==> config.mk <==
export PLATFORM = sky130hd
export DESIGN_NAME = meter_menu
export DESIGN_NICKNAME = d
export VERILOG_FILES = /design/src/core/meter_pkg.sv /design/src/core/meter_menu.sv
export SDC_FILE = /design/constraint.sdc
export NUM_CORES = 2
export LEC_CHECK = 0
export BUFFER_PORTS_ARGS = -buffer_cell sky130_fd_sc_hd__buf_2
export CORE_UTILIZATION = 64
export CTS_BUF_LIST = sky130_fd_sc_hd__clkbuf_16
export CTS_CLUSTER_DIAMETER = 60
export DETAILED_ROUTE_END_ITERATION = 6
export GPL_ROUTABILITY_DRIVEN = 0
export GPL_TIMING_DRIVEN = 0
export PLACE_DENSITY = 0.86
export SLEW_MARGIN = 10
export SYNTH_ARGS = -nofsm -noshare
export SYNTH_HDL_FRONTEND = slang
export SYNTH_SLANG_ARGS = --single-unit
==> constraint.sdc <==
create_clock -name i_ref_clk -period 36.9 [get_ports i_ref_clk]
set_input_delay 1.845 -clock i_ref_clk [delete_from_list [all_inputs] [get_ports i_ref_clk]]
set_output_delay 1.845 -clock i_ref_clk [all_outputs]
set_load 0.01 [all_outputs]
==> src/core/meter_pkg.sv <==
package meter_pkg;
  localparam int CLK_HZ = 40_000_000;
  localparam int LAMP_TIME_MS = 3000;
  localparam int FLASH_TIME_MS = 500;
  localparam int DEBOUNCE_TIME_US = 20000;
  localparam int LAMP_CYCLES = LAMP_TIME_MS * (CLK_HZ / 1000);
  localparam int FLASH_CYCLES = FLASH_TIME_MS * (CLK_HZ / 1000);
  localparam int DEBOUNCE_CYCLES = DEBOUNCE_TIME_US * (CLK_HZ / 1000000);

  // settings and readings in display counts
  localparam logic signed [15:0] SET_MIN = 16'hF831;
  localparam logic signed [15:0] SET_MAX = 16'h270F;
  localparam logic signed [15:0] OFFSET_RST = 16'h0000;
  localparam logic signed [15:0] SCALE_RST = 16'h07D0;
  localparam logic signed [15:0] SPAN_RST = 16'h270F;
  // converter result in millivolts
  localparam logic signed [15:0] IN_MIN_MV = 16'hFC18;
  localparam logic signed [15:0] IN_MAX_MV = 16'h07D0;
  localparam logic signed [31:0] REF_MV = 32'sh000007D0;
  // output trims in hundredths of mA or V, then radix point limits
  localparam logic signed [15:0] CUR_LO_MIN = 16'hFFE2;
  localparam logic signed [15:0] CUR_LO_MAX = 16'h06A4;
  localparam logic signed [15:0] CUR_HI_MIN = 16'h06A4;
  localparam logic signed [15:0] CUR_HI_MAX = 16'h0834;
  localparam logic signed [15:0] VLT_LO_MIN = 16'hFFC4;
  localparam logic signed [15:0] VLT_LO_MAX = 16'h0320;
  localparam logic signed [15:0] VLT_HI_MIN = 16'h0320;
  localparam logic signed [15:0] VLT_HI_MAX = 16'h0406;
  localparam logic signed [15:0] TRIM_LO_RST = 16'h0000;
  localparam logic signed [15:0] TRIM_HI_RST = 16'h03E8;
  localparam logic signed [15:0] RADIX_MIN = 16'h0000;
  localparam logic signed [15:0] RADIX_MAX = 16'h0003;
  localparam logic [1:0] RADIX_RST = 2'h0;

  // bus word indices and fields
  localparam logic [2:0] REG_CTRL = 3'h0;
  localparam logic [2:0] REG_STATUS = 3'h1;
  localparam logic [2:0] REG_OFFSET = 3'h2;
  localparam logic [2:0] REG_SCALE = 3'h3;
  localparam logic [2:0] REG_TRIM = 3'h4;
  localparam logic [2:0] REG_READING = 3'h5;
  localparam logic [2:0] REG_SPAN = 3'h6;
  localparam int CTRL_VOLT_BIT = 0;
  localparam int ST_STATE_LSB = 0;
  localparam int ST_OVER_LSB = 4;
  localparam int ST_AOUT_BIT = 6;
  localparam int TRIM_HI_LSB = 16;

  typedef enum logic [3:0] {
    ST_LAMP = 4'h0, ST_RUN = 4'h1, ST_CAL_OFF = 4'h3, ST_CAL_ON = 4'h2,
    ST_SEL = 4'h6, ST_ZERO_SHIFT_PARAMETER = 4'h7, ST_GAIN_PARAMETER = 4'h5, ST_RADIX = 4'h4,
    ST_OLOW = 4'hC, ST_OHIGH = 4'hD, ST_SPAN = 4'hF
  } menu_state_type;

  typedef enum logic [2:0] {
    DK_LAMP = 3'h0, DK_NUM = 3'h1, DK_LABEL = 3'h2, DK_OVER_TOP = 3'h3,
    DK_OVER_BOT = 3'h4, DK_BLANK = 3'h5
  } disp_kind_type;

  typedef enum logic [3:0] {
    LB_NONE = 4'h0, LB_CAL = 4'h1, LB_OFF = 4'h2, LB_ON = 4'h3,
    LB_OUT = 4'h4, LB_INPUT = 4'h5, LB_ZERO_SHIFT = 4'h6, LB_GAIN = 4'h7,
    LB_RADIX = 4'h8, LB_LOW_TRIM = 4'h9, LB_HIGH_TRIM = 4'hA, LB_SPAN = 4'hB
  } label_type;

  localparam logic [1:0] OVER_NONE = 2'h0;
  localparam logic [1:0] OVER_POS = 2'h1;
  localparam logic [1:0] OVER_NEG = 2'h2;

  typedef struct packed {
    disp_kind_type kind;
    label_type label;
    logic signed [15:0] value;
    logic [1:0] radix;
  } disp_type;

  typedef struct packed {
    logic prog;
    logic up;
    logic down;
    logic prog_up;
    logic prog_down;
  } btn_evt_type;
endpackage

==> src/core/meter_menu.sv <==
// Functional notes
// after reset light all digits three seconds, then show the measurement
// offset spans -1999 to +9999, resets to 0
// offset is the reading for zero input, the intercept term
// scale factor spans -1999 to +9999, resets to 2000
// reading equals scale factor at 2 V input, plus offset
// input outside -1 V to +2 V is overrange, no reading shown
// single button acts on its release, one menu step
// paired buttons act only when held together, on release
// while editing, display alternates code name and value
// up release increments, down release decrements the edited value
// steps of absent optional hardware are skipped
// calibration shows cal/off, arrows give on, program offers in/out
// without analog output skip in/out choice, go straight to offset
// input path: offset with old value, then scale with old value
// after scale accepted, go to radix point choice with old value
// edited value stored only on program press
// low trim limits -0.3..17 mA or -0.6..8 V
// high trim limits 17..21 mA or 8..10.3 V, program exits to run
// after low trim accepted, present high trim with its value
// output branch without output hardware shows span instead
// positive overrange flashes top segments, negative flashes bottom
// program with an arrow enters calibration
// buttons debounced, one event per press and release
// settings persist across menu exits and reload as previous values
`timescale 1ns/1ps
`default_nettype none
module meter_menu
  import meter_pkg::*;
#(
  parameter int LAMP_CYC = LAMP_CYCLES,
  parameter int FLASH_CYC = FLASH_CYCLES,
  parameter int DEB_CYC = DEBOUNCE_CYCLES
) (
  input wire logic i_ref_clk,
  input wire logic i_reset,
  input wire logic i_btn_program,
  input wire logic i_btn_up,
  input wire logic i_btn_down,
  input wire logic i_aout_present,
  input wire logic i_conv_valid,
  input wire logic signed [15:0] i_conv_mv,
  input wire logic [2:0] i_avs_address,
  input wire logic i_avs_read,
  input wire logic i_avs_write,
  input wire logic [31:0] i_avs_writedata,
  input wire logic [3:0] i_avs_byteenable,
  output logic [31:0] o_avs_readdata,
  output logic o_avs_waitrequest,
  output disp_type o_disp,
  output logic signed [15:0] o_trim_low,
  output logic signed [15:0] o_trim_high,
  output logic signed [15:0] o_span,
  output logic o_aout_volt_mode
);
  localparam int DEB_W = $clog2(DEB_CYC) + 1;
  localparam int LAMP_W = $clog2(LAMP_CYC) + 1;
  localparam int FLASH_W = $clog2(FLASH_CYC) + 1;

  // pin synchronisers: prog, up, down, output-present
  logic [3:0] sync1_q, sync2_q;
  always_ff @(posedge i_ref_clk or posedge i_reset) begin
    if (i_reset) begin
      sync1_q <= 4'h0;
      sync2_q <= 4'h0;
    end else begin
      sync1_q <= {i_aout_present, i_btn_down, i_btn_up, i_btn_program};
      sync2_q <= sync1_q;
    end
  end
  logic aout_ok;
  assign aout_ok = sync2_q[3];

  // debounce: a level must hold steady for the full window to count
  logic [2:0] held;
  genvar g;
  generate
    for (g = 0; g < 3; g++) begin : gen_deb
      logic [DEB_W-1:0] cnt_q, cnt_d;
      logic stable_q, stable_d;
      always_comb begin
        cnt_d = '0;
        stable_d = stable_q;
        if (sync2_q[g] != stable_q) begin
          if (cnt_q == DEB_W'(DEB_CYC - 1)) begin
            stable_d = sync2_q[g];
          end else begin
            cnt_d = cnt_q + DEB_W'(1);
          end
        end
      end
      always_ff @(posedge i_ref_clk or posedge i_reset) begin
        if (i_reset) begin
          cnt_q <= '0;
          stable_q <= 1'b0;
        end else begin
          cnt_q <= cnt_d;
          stable_q <= stable_d;
        end
      end
      assign held[g] = stable_q;
    end
  endgenerate

  // press episodes: at most one event fires, when every button is released
  logic [2:0] seen_q, seen_d;
  logic pair_up_q, pair_up_d, pair_dn_q, pair_dn_d;
  btn_evt_type evt_q, evt_d;
  always_comb begin
    seen_d = seen_q | held;
    pair_up_d = pair_up_q | (held[0] & held[1]);
    pair_dn_d = pair_dn_q | (held[0] & held[2]);
    evt_d = '0;
    if (held == 3'h0 && seen_q != 3'h0) begin
      seen_d = 3'h0;
      pair_up_d = 1'b0;
      pair_dn_d = 1'b0;
      if (pair_up_q && !pair_dn_q) begin
        evt_d.prog_up = 1'b1;
      end else if (pair_dn_q && !pair_up_q) begin
        evt_d.prog_down = 1'b1;
      end else if (!pair_up_q && !pair_dn_q) begin
        // mixed presses that never overlapped as a pair are dropped
        evt_d.prog = (seen_q == 3'h1);
        evt_d.up = (seen_q == 3'h2);
        evt_d.down = (seen_q == 3'h4);
      end
    end
  end
  always_ff @(posedge i_ref_clk or posedge i_reset) begin
    if (i_reset) begin
      seen_q <= 3'h0;
      pair_up_q <= 1'b0;
      pair_dn_q <= 1'b0;
      evt_q <= '0;
    end else begin
      seen_q <= seen_d;
      pair_up_q <= pair_up_d;
      pair_dn_q <= pair_dn_d;
      evt_q <= evt_d;
    end
  end

  function automatic logic signed [15:0] clamp(
    input logic signed [15:0] v,
    input logic signed [15:0] lo,
    input logic signed [15:0] hi
  );
    if (v < lo) return lo;
    if (v > hi) return hi;
    return v;
  endfunction

  // menu sequencer and stored settings
  menu_state_type state_q, state_d;
  logic [LAMP_W-1:0] lamp_q, lamp_d;
  logic [FLASH_W-1:0] flash_q, flash_d;
  logic phase_q, phase_d;
  logic out_sel_q, out_sel_d;
  logic volt_q, volt_d;
  logic signed [15:0] edit_q, edit_d;
  logic signed [15:0] offset_q, offset_d, scale_q, scale_d;
  logic signed [15:0] tlo_q, tlo_d, thi_q, thi_d, span_q, span_d;
  logic [1:0] radix_q, radix_d;
  logic signed [15:0] lim_lo, lim_hi, lo_min, lo_max, hi_min, hi_max;

  always_comb begin
    lo_min = volt_q ? VLT_LO_MIN : CUR_LO_MIN;
    lo_max = volt_q ? VLT_LO_MAX : CUR_LO_MAX;
    hi_min = volt_q ? VLT_HI_MIN : CUR_HI_MIN;
    hi_max = volt_q ? VLT_HI_MAX : CUR_HI_MAX;
    case (state_q)
      ST_RADIX: begin
        lim_lo = RADIX_MIN;
        lim_hi = RADIX_MAX;
      end
      ST_OLOW: begin
        lim_lo = lo_min;
        lim_hi = lo_max;
      end
      ST_OHIGH: begin
        lim_lo = hi_min;
        lim_hi = hi_max;
      end
      default: begin
        lim_lo = SET_MIN;
        lim_hi = SET_MAX;
      end
    endcase
  end

  always_comb begin
    state_d = state_q;
    lamp_d = lamp_q;
    flash_d = flash_q + FLASH_W'(1);
    phase_d = phase_q;
    out_sel_d = out_sel_q;
    edit_d = edit_q;
    offset_d = offset_q;
    scale_d = scale_q;
    tlo_d = tlo_q;
    thi_d = thi_q;
    span_d = span_q;
    radix_d = radix_q;
    if (flash_q == FLASH_W'(FLASH_CYC - 1)) begin
      flash_d = '0;
      phase_d = !phase_q;
    end
    if (evt_q.up && edit_q < lim_hi) begin
      edit_d = edit_q + 16'sh0001;
    end
    if (evt_q.down && edit_q > lim_lo) begin
      edit_d = edit_q - 16'sh0001;
    end
    case (state_q)
      ST_LAMP: begin
        lamp_d = lamp_q + LAMP_W'(1);
        if (lamp_q == LAMP_W'(LAMP_CYC - 1)) begin
          state_d = ST_RUN;
        end
      end
      ST_RUN: begin
        if (evt_q.prog_up || evt_q.prog_down) begin
          state_d = ST_CAL_OFF;
        end
      end
      ST_CAL_OFF: begin
        if (evt_q.up || evt_q.down) begin
          state_d = ST_CAL_ON;
        end else if (evt_q.prog) begin
          state_d = ST_RUN;
        end
      end
      ST_CAL_ON: begin
        if (evt_q.up || evt_q.down) begin
          state_d = ST_CAL_OFF;
        end else if (evt_q.prog) begin
          if (aout_ok) begin
            state_d = ST_SEL;
            out_sel_d = 1'b1;
          end else begin
            state_d = ST_ZERO_SHIFT_PARAMETER;
            edit_d = offset_q;
          end
        end
      end
      ST_SEL: begin
        if (evt_q.up || evt_q.down) begin
          out_sel_d = !out_sel_q;
        end else if (evt_q.prog) begin
          if (!out_sel_q) begin
            state_d = ST_ZERO_SHIFT_PARAMETER;
            edit_d = offset_q;
          end else if (aout_ok) begin
            state_d = ST_OLOW;
            edit_d = clamp(tlo_q, lo_min, lo_max);
          end else begin
            state_d = ST_SPAN;
            edit_d = span_q;
          end
        end
      end
      ST_ZERO_SHIFT_PARAMETER: begin
        if (evt_q.prog) begin
          offset_d = edit_q;
          state_d = ST_GAIN_PARAMETER;
          edit_d = scale_q;
        end
      end
      ST_GAIN_PARAMETER: begin
        if (evt_q.prog) begin
          scale_d = edit_q;
          state_d = ST_RADIX;
          edit_d = {14'h0000, radix_q};
        end
      end
      ST_RADIX: begin
        if (evt_q.prog) begin
          radix_d = edit_q[1:0];
          state_d = ST_RUN;
        end
      end
      ST_OLOW: begin
        if (evt_q.prog) begin
          tlo_d = edit_q;
          state_d = ST_OHIGH;
          edit_d = clamp(thi_q, hi_min, hi_max);
        end
      end
      ST_OHIGH: begin
        if (evt_q.prog) begin
          thi_d = edit_q;
          state_d = ST_RUN;
        end
      end
      ST_SPAN: begin
        if (evt_q.prog) begin
          span_d = edit_q;
          state_d = ST_RUN;
        end
      end
      default: begin
        state_d = ST_RUN;
      end
    endcase
    // restart the flash so each step opens with its code name
    if (state_d != state_q) begin
      flash_d = '0;
      phase_d = 1'b0;
    end
  end

  always_ff @(posedge i_ref_clk or posedge i_reset) begin
    if (i_reset) begin
      state_q <= ST_LAMP;
      lamp_q <= '0;
      flash_q <= '0;
      phase_q <= 1'b0;
      out_sel_q <= 1'b1;
      edit_q <= OFFSET_RST;
      offset_q <= OFFSET_RST;
      scale_q <= SCALE_RST;
      tlo_q <= TRIM_LO_RST;
      thi_q <= TRIM_HI_RST;
      span_q <= SPAN_RST;
      radix_q <= RADIX_RST;
    end else begin
      state_q <= state_d;
      lamp_q <= lamp_d;
      flash_q <= flash_d;
      phase_q <= phase_d;
      out_sel_q <= out_sel_d;
      edit_q <= edit_d;
      offset_q <= offset_d;
      scale_q <= scale_d;
      tlo_q <= tlo_d;
      thi_q <= thi_d;
      span_q <= span_d;
      radix_q <= radix_d;
    end
  end

  // rescaling: reading = scale * mv / 2000 + offset
  logic signed [31:0] prod, sum;
  logic signed [15:0] reading_q, reading_d;
  logic [1:0] over_q, over_d;
  always_comb begin
    prod = 32'(scale_q) * 32'(i_conv_mv);
    sum = prod / REF_MV + 32'(offset_q);
    reading_d = reading_q;
    over_d = over_q;
    if (i_conv_valid) begin
      reading_d = sum[15:0];
      over_d = OVER_NONE;
      if (i_conv_mv > IN_MAX_MV || sum > 32'(SET_MAX)) begin
        over_d = OVER_POS;
      end else if (i_conv_mv < IN_MIN_MV || sum < 32'(SET_MIN)) begin
        over_d = OVER_NEG;
      end
    end
  end
  always_ff @(posedge i_ref_clk or posedge i_reset) begin
    if (i_reset) begin
      reading_q <= OFFSET_RST;
      over_q <= OVER_NONE;
    end else begin
      reading_q <= reading_d;
      over_q <= over_d;
    end
  end

  // display and analog outputs, all registered
  disp_type disp_d, disp_q;
  label_type name;
  logic signed [15:0] tlo_out_q, thi_out_q, tlo_out_d, thi_out_d;
  always_comb begin
    disp_d.kind = DK_NUM;
    disp_d.label = LB_NONE;
    disp_d.value = edit_q;
    disp_d.radix = radix_q;
    case (state_q)
      ST_ZERO_SHIFT_PARAMETER: name = LB_ZERO_SHIFT;
      ST_GAIN_PARAMETER: name = LB_GAIN;
      ST_RADIX: name = LB_RADIX;
      ST_OLOW: name = LB_LOW_TRIM;
      ST_OHIGH: name = LB_HIGH_TRIM;
      ST_SPAN: name = LB_SPAN;
      default: name = LB_CAL;
    endcase
    case (state_q)
      ST_LAMP: disp_d.kind = DK_LAMP;
      ST_RUN: begin
        disp_d.value = reading_q;
        if (over_q == OVER_POS) begin
          disp_d.kind = phase_q ? DK_BLANK : DK_OVER_TOP;
        end else if (over_q == OVER_NEG) begin
          disp_d.kind = phase_q ? DK_BLANK : DK_OVER_BOT;
        end
      end
      ST_CAL_OFF, ST_CAL_ON, ST_SEL: begin
        disp_d.kind = DK_LABEL;
        disp_d.label = LB_CAL;
        if (phase_q) begin
          if (state_q == ST_CAL_OFF) begin
            disp_d.label = LB_OFF;
          end else if (state_q == ST_CAL_ON) begin
            disp_d.label = LB_ON;
          end else begin
            disp_d.label = out_sel_q ? LB_OUT : LB_INPUT;
          end
        end
      end
      default: begin
        if (!phase_q) begin
          disp_d.kind = DK_LABEL;
          disp_d.label = name;
        end
      end
    endcase
    // the output follows the trim live so it can be set on a meter
    tlo_out_d = (state_q == ST_OLOW) ? edit_q : tlo_q;
    thi_out_d = (state_q == ST_OHIGH) ? edit_q : thi_q;
  end
  always_ff @(posedge i_ref_clk or posedge i_reset) begin
    if (i_reset) begin
      disp_q <= '0;
      tlo_out_q <= TRIM_LO_RST;
      thi_out_q <= TRIM_HI_RST;
    end else begin
      disp_q <= disp_d;
      tlo_out_q <= tlo_out_d;
      thi_out_q <= thi_out_d;
    end
  end

  // avalon slave: one wait cycle, then the answer
  logic wait_q, wait_d;
  logic [31:0] rdata_q, rdata_d;
  logic req;
  always_comb begin
    req = i_avs_read | i_avs_write;
    wait_d = !(req && wait_q);
    rdata_d = rdata_q;
    volt_d = volt_q;
    if (i_avs_read && wait_q) begin
      rdata_d = 32'h0000_0000;
      case (i_avs_address)
        REG_CTRL: rdata_d[CTRL_VOLT_BIT] = volt_q;
        REG_STATUS: begin
          rdata_d[ST_STATE_LSB +: 4] = state_q;
          rdata_d[ST_OVER_LSB +: 2] = over_q;
          rdata_d[ST_AOUT_BIT] = aout_ok;
        end
        REG_OFFSET: rdata_d = 32'(offset_q);
        REG_SCALE: rdata_d = 32'(scale_q);
        REG_TRIM: rdata_d = {thi_q, tlo_q};
        REG_READING: rdata_d = 32'(reading_q);
        REG_SPAN: rdata_d = 32'(span_q);
        default: rdata_d = 32'h0000_0000;
      endcase
    end
    if (i_avs_write && !wait_q && i_avs_address == REG_CTRL &&
        i_avs_byteenable[0]) begin
      volt_d = i_avs_writedata[CTRL_VOLT_BIT];
    end
  end
  always_ff @(posedge i_ref_clk or posedge i_reset) begin
    if (i_reset) begin
      wait_q <= 1'b1;
      rdata_q <= 32'h0000_0000;
      volt_q <= 1'b0;
    end else begin
      wait_q <= wait_d;
      rdata_q <= rdata_d;
      volt_q <= volt_d;
    end
  end

  assign o_avs_readdata = rdata_q;
  assign o_avs_waitrequest = wait_q;
  assign o_disp = disp_q;
  assign o_trim_low = tlo_out_q;
  assign o_trim_high = thi_out_q;
  assign o_span = span_q;
  assign o_aout_volt_mode = volt_q;
endmodule
`default_nettype wire

==> results.yml <==
run_status:
  status: "complete, but fails checks"
  violations: "DRC"
yosys:
  ys_ff_latch: 351
  yosys-top-cells-count: "nand2_1 (496), inv_1 (401), nor2_1 (324), dfrtp_1 (323), fa_1 (263)"
  syn_nets: 4750
  synth_area_leader_cell: "dfrtp_1"
  ys_seq_area_share_pct: 24.2
  yosysMostFrequentCell: "nand2_1"
  synth_edf_count: 0
  synth_area_um2: 36500
  synth_area_leaders: "dfrtp_1 (22%), fa_1 (14%), ha_1 (5.6%)"
  netlist-cell-type-count: 127
  syn_avg_cell_area_um2: 8.57
  ys_warn_count: 0
  synth_top_area_share_pct: 22.1
  async_flop_share_pct: 100
  synth_ff_type: "dfrtp_1"
  synthCells: 4261
floorplanning:
  rows: 87
  die_w_um: 241
  die-height_um: 241
  start_util_pct: 64.7
  core_um2: 56400
  num_io_pins: 171
  die_area_um2: 58000
sta:
  rsz0062_at_grt: "false"
  period_minus_slack_ns: 33.44
  period_share_pct: 90.6
  max_freq_mhz: 29.9
  fin_setup_tns_ns: 0
  hold_viol_final: 0
  skew_ns: 0.0360
  relSlewSlack_pct: 19.7
  worst_pin_slew_ns: 1.20
  setup_viol: 0
  drv_slew: 0
detailed_routing:
  routed_wl_mm: 105
  drc: 100
  dr.max_layer_used: "met5"
  wl_met1_mm: 40.5
  route.met3.wl_mm: 12.2
  wire_per_inst_um: 20.2
  ant_nets: 0
  dr_wl_met2_mm: 46.3
  num_vias: 33600
  vias_per_cell: 6.46
  drt-initial-drc-count: 4135
  drtPass1Iterations: 7
clock_tree:
  clk_pin_slew_ns: 0.07
  cts_resized: 0
  cts-htree-levels: 1
  worstSkewPairLatency_ns: 0.61
  cts_inserted_buffers: 31
  post_cts_buffers: 0
  clockBufferDepth: 3
  cts.sinks: 351
  cts_tree: "built"
  clock-root-buffer: "clkbuf_16"
  cts_hold_buffers: 0
finish:
  area_growth_pct: 7.39
  antenna_cells: 0
  nets: 4914
  fill_cells: 4324
  final_core_util_pct: 69.5
  drive_gt1_share_pct: 10.0
  final_area_um2: 39200
run:
  cap_violations: 0
worst_setup_path:
  worst_path_most_repeated_cell: "a21oi_1"
  crit_fanout: 10
  critPathSlowestCell: "fa_1"
  r2r_setup_slack_ns: 3.94
  critical_path_class: "input port to flop"
  crit_required_ns: 37.36
  startpoint_type: "input port"
  worstSetupStartpoint: "i_conv_mv[3]"
  arrival_ns: 33.91
  r2r_start: "scale_q[15]"
  end_kind: "flop"
  cpPeakStageDelay_ns: 0.96
global_route:
  antenna_found_initial: 3
  grt_first_pass_wirelength_mm: 168
  overflow: 0
  grt_pass1_vias: 32300
  grt_use_total_pct: 36.3
  grt_max_degree: 108
hold_path:
  min_path_type: "flop to flop"
  holdCritStartpoint: "sync1_q[2]"
placed_design:
  placed_area_um2: 38200
  dp_hpwl_mm: 79.3
  io_buffers: 128
-- through the flow --
stage          setup slack (ns)  hold slack (ns)  instances
3_3_place_gp               4.17            0.333       5145
5_1_grt                    1.41            0.369       5205
3_5_place_dp               3.55            0.335       5148
4_1_cts                    4.08            0.350       5205
2_1_floorplan              8.03            0.331       4261
6_report                   3.46            0.350       5205
-- critical path: cells and delay by family --
kind | cells | cell delay (ns)
buffers and inverters | 10 | 1.97
XOR/XNOR | 4 | 0.61
adder cells (fa/ha/maj) | 9 | 4.73
AND/OR/NAND/NOR | 22 | 5.39
multiplexers | 3 | 1.32
AO/OA/AOI/OAI | 68 | 17.93
-- cell families (layout without fill, tap and decap cells) --
logic type	Yosys count	after routing	share of synthesized area, %
adder cells (fa/ha/maj)	432	432	20.2
flip-flops	351	351	24.2
AO/OA/AOI/OAI	939	939	17.7
XOR/XNOR	277	277	6.74
buffers and inverters	595	783	6.18
AND/OR/NAND/NOR	1484	1484	19.5
multiplexers	183	183	5.52
-- cell type report --
cell class,instances,area (µm²),area share (%)
Timing Repair Buffer,131,723,1.84
Inverter,405,1530,3.90
Tap cell,756,946,2.41
Clock buffer,31,776,1.98
Buffer,190,737,1.88
Sequential cell,351,8820,22.5
Multi-Input combinational cell,3315,25400,64.9
Clock inverter,26,239,0.610
-- registers in the layout (all words and copies together), names as in the netlist, 3 cells and up --
name and flops:
o_trim_low 16, edit_q 16, seen_q 3, scale_q 16, o_avs_readdata 32, offset_q 16, o_disp 25, thi_q 16
sync2_q 4, state_q 4, reading_q 16, gen_deb.cnt_q 63, sync1_q 4, o_span 16, o_trim_high 16, evt_q 5
flash_q 26, lamp_q 28, gen_deb.stable_q 3, tlo_q 16
-- layout by cell type, fill, tap and decap left out, types with 27 or more instances in the layout --
master	n
nand4_1	47
nor3_1	76
nand2b_1	28
dfrtp_1	323
and2_1	154
o21ai_0	195
a21oi_1	238
nand2_1	496
inv_1	403
o21bai_1	31
dfstp_2	28
clkbuf_1	167
a21o_1	37
nor4_1	37
a31oi_1	39
o211ai_1	27
a211oi_1	32
mux2_2	130
o21ai_1	29
nand3_1	119
mux2i_1	50
ha_1	162
buf_2	135
and3_1	58
fa_1	263
clkbuf_16	31
nor2_1	324
or3_1	32
xor2_1	110
xnor2_1	164
-- per-layer routing --
metal	vias up	GRT usage, %
li1	15100	-
met1	16000	47.6
met3	508	9.56
met5	-	0
met4	6	17.7
met2	2082	55.7
-- worst paths after layout --
path                               endpoint  cells after the start
worst max-delay path              over_q[1]                    116
max in group asynchronous       scale_q[10]                      3
worst min-delay path             sync2_q[2]                      0
min in group asynchronous        sync1_q[2]                      2
worst max register to register    over_q[1]                    116
worst min register to register   sync2_q[2]                      0
Power is left out: the tool's default activity adds up to more than one toggle a clock period on the data nets, which glitch-free logic cannot reach.
